## config.mk

```make
export PLATFORM = sky130hd
export DESIGN_NAME = lpac_partner_ability
export DESIGN_NICKNAME = d
export VERILOG_FILES = /design/src/lpac_pkg.sv /design/src/lpac_partner_ability.sv
export SDC_FILE = /design/constraint.sdc
export NUM_CORES = 1
export LEC_CHECK = 0
export BUFFER_PORTS_ARGS = -buffer_cell sky130_fd_sc_hd__buf_2
export CORE_MARGIN = 4
export CORE_UTILIZATION = 35
export DETAILED_ROUTE_END_ITERATION = 7
export GPL_TIMING_DRIVEN = 0
export PLACE_DENSITY = 0.67
export SYNTH_ARGS = -nofsm -noshare
export SYNTH_HDL_FRONTEND = slang
export SYNTH_SLANG_ARGS = --single-unit
```

## constraint.sdc

```tcl
create_clock -name i_clk -period 1.9 [get_ports i_clk]
set_input_delay 0.095 -clock i_clk [delete_from_list [all_inputs] [get_ports i_clk]]
set_output_delay 0.095 -clock i_clk [all_outputs]
set_load 0.01 [all_outputs]
```

## src/lpac_pkg.sv

```systemverilog
// shared constants for the link partner ability capture register
package lpac_pkg;
    localparam int          LPAC_ADDR_W          = 5;
    localparam int          LPAC_DATA_W          = 16;
    localparam logic [4:0]  LPAC_PARTNER_ABILITY_ADDR = 5'h05;
    localparam int          LPAC_BIT_NEXT_PAGE   = 15;
    localparam int          LPAC_BIT_ACK         = 14;
    localparam int          LPAC_BIT_REMOTE_FAULT = 13;
    localparam int          LPAC_BIT_RESERVED    = 12;
    localparam int          LPAC_BIT_ASYM_PAUSE  = 11;
    localparam int          LPAC_BIT_PAUSE       = 10;
    localparam int          LPAC_BIT_FOUR_PAIR   = 9;
    localparam int          LPAC_BIT_HUND_FD     = 8;
    localparam int          LPAC_BIT_HUND        = 7;
    localparam int          LPAC_BIT_TEN_FD      = 6;
    localparam int          LPAC_BIT_TEN         = 5;
    localparam int          LPAC_SEL_HI          = 4;
    localparam int          LPAC_SEL_LO          = 0;
    localparam int          LPAC_NP_CODE_HI      = 10;
    localparam logic [15:0] LPAC_RESET_VALUE     = 16'h0000;
    localparam logic [15:0] LPAC_BASE_MASK       = 16'hEFFF;
    localparam logic [15:0] LPAC_NEXT_MASK       = 16'hFFFF;
    localparam logic [15:0] LPAC_ACK_MASK        = 16'h4000;
    typedef enum logic [1:0] {
        LPAC_VIEW_EMPTY,
        LPAC_VIEW_BASE,
        LPAC_VIEW_NEXT
    } lpac_view_t;
endpackage

```

## src/lpac_partner_ability.sv

```systemverilog
// partner ability register (base page and next page views) at address 05h
// Notes on behaviour
// - the partner's advertised ability word is readable at address 05h.
// - with next pages supported, a next page received after base negotiation replaces the contents.
// - bit 15 shows the partner's next-page request, resets to 0, read-only.
// - bit 14 follows the negotiation engine's acknowledge decoded from incoming bursts.
// - bit 13 shows the partner's remote fault, resets to 0.
// - bit 12 is reserved and reads 0 in the base page view.
// - bit 11 shows partner asymmetric pause support.
// - bit 10 shows partner symmetric pause support.
// - bit 9 shows partner 100BASE-T4 ability.
// - bit 8 shows partner 100BASE-TX full duplex ability.
// - bit 7 shows partner 100BASE-TX ability.
// - bit 6 shows partner 10BASE-T full duplex ability.
// - bit 5 shows partner 10BASE-T ability.
// - bits 4 to 0 hold the partner's protocol selector, resetting to zero.
// - in the next page view bits 10 to 0 carry the code, message page when bit 13 is set.
`timescale 1ns/1ps
module lpac_partner_ability (
    input  wire logic                               i_clk,
    input  wire logic                               i_rst,
    input  wire logic                               i_ce,
    input  wire logic                               i_np_supported,
    input  wire logic                               i_base_valid,
    input  wire logic [lpac_pkg::LPAC_DATA_W-1:0]   i_base_word,
    input  wire logic                               i_an_complete,
    input  wire logic                               i_next_valid,
    input  wire logic [lpac_pkg::LPAC_DATA_W-1:0]   i_next_word,
    input  wire logic                               i_ack_seen,
    input  wire logic                               i_mgmt_rd,
    input  wire logic                               i_mgmt_wr,
    input  wire logic [lpac_pkg::LPAC_ADDR_W-1:0]   i_mgmt_addr,
    input  wire logic [lpac_pkg::LPAC_DATA_W-1:0]   i_mgmt_wdata,
    output logic      [lpac_pkg::LPAC_DATA_W-1:0]   o_mgmt_rdata,
    output logic                                    o_mgmt_rvalid,
    output logic      [lpac_pkg::LPAC_DATA_W-1:0]   o_partner_ability_register,
    output logic                                    o_partner_next_page,
    output logic                                    o_partner_remote_fault,
    output logic                                    o_partner_message_page_flag,
    output logic                                    o_next_page_view
);
    import lpac_pkg::*;

    ////////////////////////////////////////////////////////////////////////////
    // decode

    function automatic logic hit(input logic [LPAC_ADDR_W-1:0] addr);
        hit = (addr == LPAC_PARTNER_ABILITY_ADDR);
    endfunction

    logic [LPAC_DATA_W-1:0] word_reg;
    logic [LPAC_DATA_W-1:0] word_next;
    lpac_view_t             view_reg;
    lpac_view_t             view_next;
    logic                   ack_reg;
    logic                   an_done_reg;

    ////////////////////////////////////////////////////////////////////////////
    // capture from the negotiation engine

    always_comb begin
        word_next = word_reg;
        view_next = view_reg;
        case (view_reg)
            LPAC_VIEW_EMPTY, LPAC_VIEW_BASE: begin
                if (i_base_valid) begin
                    // reserved bit forced low whatever the partner sent
                    word_next = i_base_word & LPAC_BASE_MASK;
                    view_next = LPAC_VIEW_BASE;
                end
            end
            LPAC_VIEW_NEXT: begin
                if (i_base_valid) begin
                    // a fresh base page means negotiation restarted
                    word_next = i_base_word & LPAC_BASE_MASK;
                    view_next = LPAC_VIEW_BASE;
                end
            end
            default: begin
                view_next = LPAC_VIEW_EMPTY;
            end
        endcase
        // next pages only land once the base exchange has completed
        if (!i_base_valid && i_next_valid && i_np_supported && an_done_reg) begin
            word_next = i_next_word & LPAC_NEXT_MASK;
            view_next = LPAC_VIEW_NEXT;
        end
        // acknowledge bit tracks the engine level, not the captured page
        word_next = (word_next & ~LPAC_ACK_MASK) | ({LPAC_DATA_W{ack_reg}} & LPAC_ACK_MASK);
    end

    always_ff @(posedge i_clk) begin
        if (i_rst) begin
            word_reg <= LPAC_RESET_VALUE;
            view_reg <= LPAC_VIEW_EMPTY;
        end else if (i_ce) begin
            word_reg <= word_next;
            view_reg <= view_next;
        end
    end

    always_ff @(posedge i_clk) begin
        if (i_rst) begin
            ack_reg     <= 1'b0;
            an_done_reg <= 1'b0;
        end else if (i_ce) begin
            ack_reg <= i_ack_seen;
            if (i_base_valid) begin
                an_done_reg <= 1'b0;
            end else if (i_an_complete) begin
                an_done_reg <= 1'b1;
            end
        end
    end

    ////////////////////////////////////////////////////////////////////////////
    // management access; writes deliberately have no path into word_reg

    logic                   wr_unused;
    logic [LPAC_DATA_W-1:0] wdata_unused;
    assign wr_unused    = i_mgmt_wr;
    assign wdata_unused = i_mgmt_wdata;

    always_ff @(posedge i_clk) begin
        if (i_rst) begin
            o_mgmt_rdata  <= LPAC_RESET_VALUE;
            o_mgmt_rvalid <= 1'b0;
        end else if (i_ce) begin
            o_mgmt_rvalid <= i_mgmt_rd;
            if (i_mgmt_rd && hit(i_mgmt_addr)) begin
                o_mgmt_rdata <= word_reg;
            end else begin
                o_mgmt_rdata <= LPAC_RESET_VALUE;
            end
        end
    end

    ////////////////////////////////////////////////////////////////////////////
    // decoded status outputs

    always_ff @(posedge i_clk) begin
        if (i_rst) begin
            o_partner_ability_register  <= LPAC_RESET_VALUE;
            o_partner_next_page         <= 1'b0;
            o_partner_remote_fault      <= 1'b0;
            o_partner_message_page_flag <= 1'b0;
            o_next_page_view            <= 1'b0;
        end else if (i_ce) begin
            o_partner_ability_register <= word_next;
            o_partner_next_page        <= word_next[LPAC_BIT_NEXT_PAGE];
            o_next_page_view           <= (view_next == LPAC_VIEW_NEXT);
            // bit 13 means remote fault on base page, message page on next page
            o_partner_remote_fault      <= (view_next != LPAC_VIEW_NEXT) && word_next[LPAC_BIT_REMOTE_FAULT];
            o_partner_message_page_flag <= (view_next == LPAC_VIEW_NEXT) && word_next[LPAC_BIT_REMOTE_FAULT];
        end
    end
endmodule

```

==> results of run 1 <==
-- power groups by stage --
stage,clock network [W],registers (W),logic (W)
finish,0.000576,0.000877,0.000195
global route,0.000632,0.000880,0.000217
CTS,0.000590,0.000877,0.000197
detailed placement,0,0.000897,0.000197
global placement,0,0.000897,0.000194
floorplan,0,0.000902,0.0000972
-- metrics by stage --
step,power (W),setup WS [ns],util,instance area (um^2)
floorplan,0.0009993,0.6460,-,1684
global placement,0.001090,0.4211,0.4750,2140
detailed placement,0.001093,0.3975,0.4750,2140
CTS,0.001665,0.4631,0.4950,2230
global route,0.001729,0.3458,0.4950,2230
finish,0.001648,0.4725,0.4950,2230
-- routing by layer --
metal | wire length [um] | GRT usage | vias to the layer above
li1 | - | - | 832
met1 | 2232 | 0.2104 | 751
met2 | 2211 | 0.2608 | 64
met3 | 404 | 0.06019 | 6
met4 | 57 | 0.06050 | 0
met5 | 0 | 0 | -
-- logic make-up (layout without fill, tap and decap cells) --
group / Yosys count / after routing / synth area share
simple gates: 65 / 65 / 0.2125
compound gates: 58 / 58 / 0.2407
flops: 40 / 40 / 0.4755
buf+inv: 17 / 103 / 0.05348
mux: 3 / 3 / 0.01783
-- Yosys cell counts --
cell / n
a21oi_1: 22
clkbuf_1: 9
a21bo_2: 1
nand3_1: 17
a211oi_1: 1
a22o_1: 13
o211a_1: 1
nor3b_2: 1
nand3b_1: 1
and4b_4: 1
a32oi_1: 1
nor2_1: 18
dfxtp_1: 40
o21ai_0: 2
nand2_1: 1
buf_2: 3
a21boi_2: 1
o21ai_2: 1
nand4bb_1: 1
a22oi_1: 14
nand2b_1: 22
mux2i_1: 3
buf_4: 2
nor3_1: 1
and2_1: 1
a221o_1: 1
buf_6: 2
nor3b_1: 1
buf_1: 1
-- worst max-delay path: cells and delay by family, from the launching register on --
family | cells | cell delay [ns]
flip-flops | 1 | 0.38
AO/OA/AOI/OAI | 3 | 0.65
AND/OR/NAND/NOR | 1 | 0.06
buffers and inverters | 1 | 0.23
-- path summary, 6_finish.rpt --
kind / startpoint / endpoint / slack, ns / cells after the start
setup / recovery: view_reg[0]$_SDFFE_PP0P_ / flop / 0.47 / 5
hold / removal: i_ack_seen / ack_reg$_SDFFE_PP0P_ / 0.04 / 3
setup reg to reg: view_reg[0]$_SDFFE_PP0P_ / flop / 0.47 / 5
hold reg to reg: o_mgmt_rdata[7]$_SDFFE_PP0P_ / o_mgmt_rdata[7]$_SDFFE_PP0P_ / 0.46 / 2
-- final cells by class --
| cell class | instances | area, um^2 | share of cell area |
|---|---|---|---|
| sequential | 40 | 800.8 | 0.3591 |
| buffer | 17 | 90.09 | 0.04040 |
| timing repair buffer | 78 | 390.4 | 0.1751 |
| multi-input combinational | 126 | 793.3 | 0.3558 |
| clock buffer | 8 | 90.09 | 0.04040 |
| tap | 52 | 65.06 | 0.02918 |
==> results_dict.tcl, run 1 <==
set metrics [dict create \
    worst_pin_slew_ns 0.5766 \
    finalClockSkew_ns 0.002638 \
    layout_common_cells "81 x buf_2, 40 x dfxtp_1, 22 x a21oi_1, 22 x nand2b_1, 18 x nor2_1" \
    row_count 24 \
    cts_hold_buf 0 \
    die-area_um2 5985 \
    hold_viol_final 0 \
    layout_commonest_cell "buf_2" \
    arrival_ns 1.59 \
    cts_setup_buffers 0 \
    clock_sinks 40 \
    cts_tree "done" \
    slew_violations 0 \
    ant_nets 0 \
    swShare 0.2420 \
    syn_area_um2 1684 \
    grt.overflow.total 0 \
    place_congestion 0.8161 \
    drive_gt1_frac 0.3569 \
    period_needed_ns 1.428 \
    grt_pass1_wl_mm 7.900 \
    antenna_found_initial 0 \
    synth_warnings 0 \
    synth_cell_types 29 \
    seqPwrFrac 0.532 \
    placedCellCount 313 \
    pwr-share-comb 0.119 \
    synth_top_area_cell "dfxtp_1" \
    track_usage 0.1662 \
    status "finished clean" \
    internal_power_w 0.001249 \
    layout.cells.non_filler 321 \
    ys_ff_latch 40 \
    wl_mm 4.906 \
    cts.htree.levels 2 \
    hold_slack_ns 0.03771 \
    grt_pass1_vias 1587 \
    core_area_um2 4504 \
    ir_drop_mv 0.2752 \
    first_pass_iters 5 \
    yosysSeqAreaShare 0.4755 \
    rsz0062_at_grt "no" \
    power_leakage_nw 1.015 \
    end_kind "flop" \
    maxCapViolCount 0 \
    finalNetCount 331 \
    crit_path_max_incr_delay_ns 0.38 \
    cts.path.max_buffers 2 \
    synth_area_per_cell_um2 9.203 \
    switching_power_w 0.0003990 \
    cts-resized-gates 0 \
    setup_violations 0 \
    hpwlAfterDp_mm 3.582 \
    cts_buffers 5 \
    routedWlPerCell_um 15.28 \
    worstHoldPathType "primary input to flop" \
    synth_top_area_frac 0.4755 \
    path_class "flop to flop" \
    path_cells "a21boi_2, o21ai_2, buf_2, a22oi_1, nor2_1" \
    insertedDiodeCount 0 \
    syn_inst 183 \
    die_h_um 77.37 \
    io_pins 100 \
    clk_pin_slew_ns 0.07 \
    cp.required_ns 2.06 \
    die-width_um 77.37 \
    drt-initial-drc-count 124 \
    clk_latency_ns 0.29 \
    power_density_nw_per_um2 739.3 \
    clockPowerShare 0.349 \
    io_buffers 78 \
    nFillCells 456 \
    slowest_stage "dfxtp_1" \
    clockRootBuffer "clkbuf_8" \
    synth_area_leaders "dfxtp_1 48%, nand2b_1 8.2%, a22o_1 6.8%, a21oi_1 6.5%, a22oi_1 6.2%" \
    grt_max_degree 12 \
    drc 0 \
    area_delta_synth_final_pct 32.39 \
    synth_fp_nets 246 \
    start_kind "flop" \
    fmax_mhz 700.5 \
    tns_ns 0 \
    vias 1653 \
    slew_headroom 0.6139 \
    crit_fanout 10 \
    start_util 0.3739 \
    vias_per_cell 5.150 \
    fin_crit_sh 0.7513 \
]
(Power assumes the default switching activity.)
==> run 2: changes to the inputs <==
ABC_AREA = 1   (was default)
PLACE_DENSITY = 0.65   (was 0.67)
clock period = 1.4 ns   (was 1.9 ns; I/O delays follow)
==> run 2 against run 1 <==
Against the previous run: synthesized cell count rose by 32%; core utilization barely moved; maximum frequency rose by 17%; register-to-register slack got worse by 0.30 ns; largest power group unchanged; cell count rose by 22%; cell area rose by 8.3%; critical path depth rose by 3; setup slack got worse by 0.30 ns.
==> results_dict.tcl, run 2 <==
set metrics [dict create \
    layout_common_cells "82 x buf_2, 48 x nand3_1, 40 x dfxtp_1, 29 x nand2_1, 26 x o21ai_0" \
    syn_area_um2 1813 \
    power_leakage_nw 1.215 \
    arrival_ns 1.42 \
    clk_pin_slew_ns 0.08 \
    synth_cell_types 24 \
    cts.htree.levels 2 \
    drive_gt1_frac 0.3405 \
    crit_path_max_incr_delay_ns 0.34 \
    clockRootBuffer "clkbuf_8" \
    synth_area_per_cell_um2 7.523 \
    track_usage 0.1717 \
    yosysMostFrequentCell "nand3_1" \
    setup_violations 0 \
    synth_common_cells "49 x nand3_1, 40 x dfxtp_1, 29 x nand2_1" \
    synthXorXnorAreaFrac 0 \
    synth_top_area_cell "dfxtp_1" \
    worst_path_dominant_cell_family "simple AND/OR/NAND/NOR gates" \
    start_util 0.3715 \
    end_kind "flop" \
    crit_path_frequent_cell "inv_1" \
    async_reset_ff_frac 0 \
    synth_area_leaders "dfxtp_1 44%, nand3_1 14%, o21ai_0 7.2%, a21oi_1 6.6%, nand2_1 6.0%" \
    core_area_um2 4880 \
    grt_pass1_vias 1761 \
    path_class "flop to flop" \
    routedWlPerCell_um 13.31 \
    ir_drop_mv 0.4404 \
    grt_max_degree 13 \
    clk_latency_ns 0.29 \
    synth_warnings 0 \
    hold_depth 3 \
    finalClockSkew_ns 0.006458 \
    muxShareOfSynthArea 0 \
    worst_pin_slew_ns 0.4739 \
    ant_nets 0 \
    fmax_mhz 817.6 \
    ys_ff_latch 40 \
    cts_setup_buffers 0 \
    whs_endpoint "ack_reg$_SDFFE_PP0P_" \
    cts.path.max_buffers 2 \
    slew_headroom 0.6829 \
    drt-initial-drc-count 123 \
    syn_inst 241 \
    power_density_nw_per_um2 1092 \
    die-width_um 79.97 \
    hp-start "i_ack_seen" \
    synth_top_area_frac 0.4417 \
    vias 1890 \
    die-area_um2 6395 \
    insertedDiodeCount 0 \
    io_pins 100 \
    io_buffers 77 \
    path_buf_inv 3 \
    r2r_cells 8 \
    row_count 25 \
    rsz0062_at_grt "no" \
    place_congestion 0.7760 \
    path_cells "nand2_1, inv_1, nand3_4, nand2_4, buf_6, nand3_1, inv_1, nor2_1" \
    wl_mm 5.231 \
    maxCapViolCount 0 \
    synth-edff-count 0 \
    synthSimpleGateAreaFrac 0.2864 \
    tns_ns 0 \
    period_needed_ns 1.223 \
    layout_commonest_cell "buf_2" \
    cp.required_ns 1.59 \
    start_kind "flop" \
    crit_fanout 10 \
    finalNetCount 388 \
    grt.overflow.total 0 \
    area_delta_synth_final_pct 33.20 \
    hold_viol_final 0 \
    fin_crit_sh 0.8736 \
    cts_hold_buf 0 \
    synth_fp_nets 304 \
    synth-compound-area-share 0.1636 \
    ys.flop_type "dfxtp_1" \
    drc 0 \
    clock_sinks 40 \
    synthAdderAreaFrac 0 \
    rrSetupSlack_ns 0.18 \
    hpwlAfterDp_mm 4.021 \
    cts_tree "done" \
    slew_violations 0 \
    cts-resized-gates 0 \
    vias_per_cell 4.809 \
    synth_top_family_by_area "simple AND/OR/NAND/NOR gates" \
    final_util 0.4949 \
    grt_pass1_wl_mm 8.556 \
    first_pass_iters 4 \
    slowest_stage "dfxtp_1" \
    r2r-start "an_done_reg$_SDFFE_PP0P_" \
    worstHoldPathType "primary input to flop" \
    yosysSeqAreaShare 0.4417 \
    status "finished clean" \
    cts_buffers 5 \
    die_h_um 79.97 \
    antenna_found_initial 0 \
]
==> run 2: cell count changes in the layout (fill, tap and decap cells not counted), sizes merged, moves of 2 or more <==
cell / previous run / this run
nand3: 17 / 50
nand2: 1 / 32
o21ai: 3 / 33
nand2b: 22 / 0
inv: 0 / 20
a22oi: 14 / 0
a22o: 13 / 0
clkbuf: 17 / 12
buf: 86 / 89
mux2i: 3 / 0
nor2: 18 / 21
a21oi: 22 / 24
clkinv: 0 / 2
nor3b: 2 / 0
==> run 2: per-stage QoR <==
| stage | cell area, um^2 | worst slack [ns] | std cells | total power [W] | hold WS, ns |
|---|---|---|---|---|---|
| 2_1_floorplan | 1813 | 0.3327 | 241 | 0.001466 | 0.1391 |
| 3_3_place_gp | 2282 | 0.1466 | 385 | 0.001630 | 0.3033 |
| 3_5_place_dp | 2282 | 0.1403 | 385 | 0.001634 | 0.3165 |
| 4_1_cts | 2409 | 0.1050 | 393 | 0.002661 | 0.008248 |
| 5_1_grt | 2415 | 0.04527 | 393 | 0.002767 | 0.01611 |
| 6_report | 2415 | 0.1769 | 393 | 0.002638 | 0.01214 |
==> run 2: worst max-delay path by stage <==
stage | startpoint | end | slack (ns) | cells after the start
after CTS | view_reg[1]$_SDFFE_PP0P_ | flop | 0.11 | 6
after detailed placement | view_reg[1]$_SDFFE_PP0P_ | flop | 0.14 | 6
after global placement | view_reg[1]$_SDFFE_PP0P_ | flop | 0.15 | 7
after floorplan | view_reg[0]$_SDFFE_PP0P_ | flop | 0.33 | 7
final | an_done_reg$_SDFFE_PP0P_ | flop | 0.18 | 8
after global routing | an_done_reg$_SDFFE_PP0P_ | flop | 0.05 | 8
==> run 2: layout make-up <==
cell class | count | area [um^2]
fill | 522 | 2465
sequential | 40 | 800.8
clock buffer | 7 | 96.34
multi-input combinational | 162 | 820.8
inverter | 22 | 83.83
tap | 67 | 83.83
timing repair buffer | 77 | 385.4
buffer | 17 | 113.9
clock inverter | 1 | 30.03
==> run 2: cell families after synthesis <==
logic type / after synthesis
simple gates: 104
compound gates: 58
flops: 40
buf+inv: 39
==> run 2: layer usage <==
metal,up-vias,share of wire,global-route usage,wire (um)
li1,971,-,-,-
met1,846,0.44,0.2291,2323
met2,67,0.46,0.2666,2420
met3,6,0.080,0.04740,419
met4,0,0.013,0.05574,67
met5,-,0,0,0
==> run 2: worst min-delay path: cells and delay by family <==
family        cells  cell delay, ns
buf+inv           1            0.07
simple gates      2            0.12
==> run 2: report_power, final <==
group,switching (W),internal [W]
sequential,0.0000413,0.00120
combinational,0.000209,0.000158
clock,0.000403,0.000629
total,0.000653,0.00198
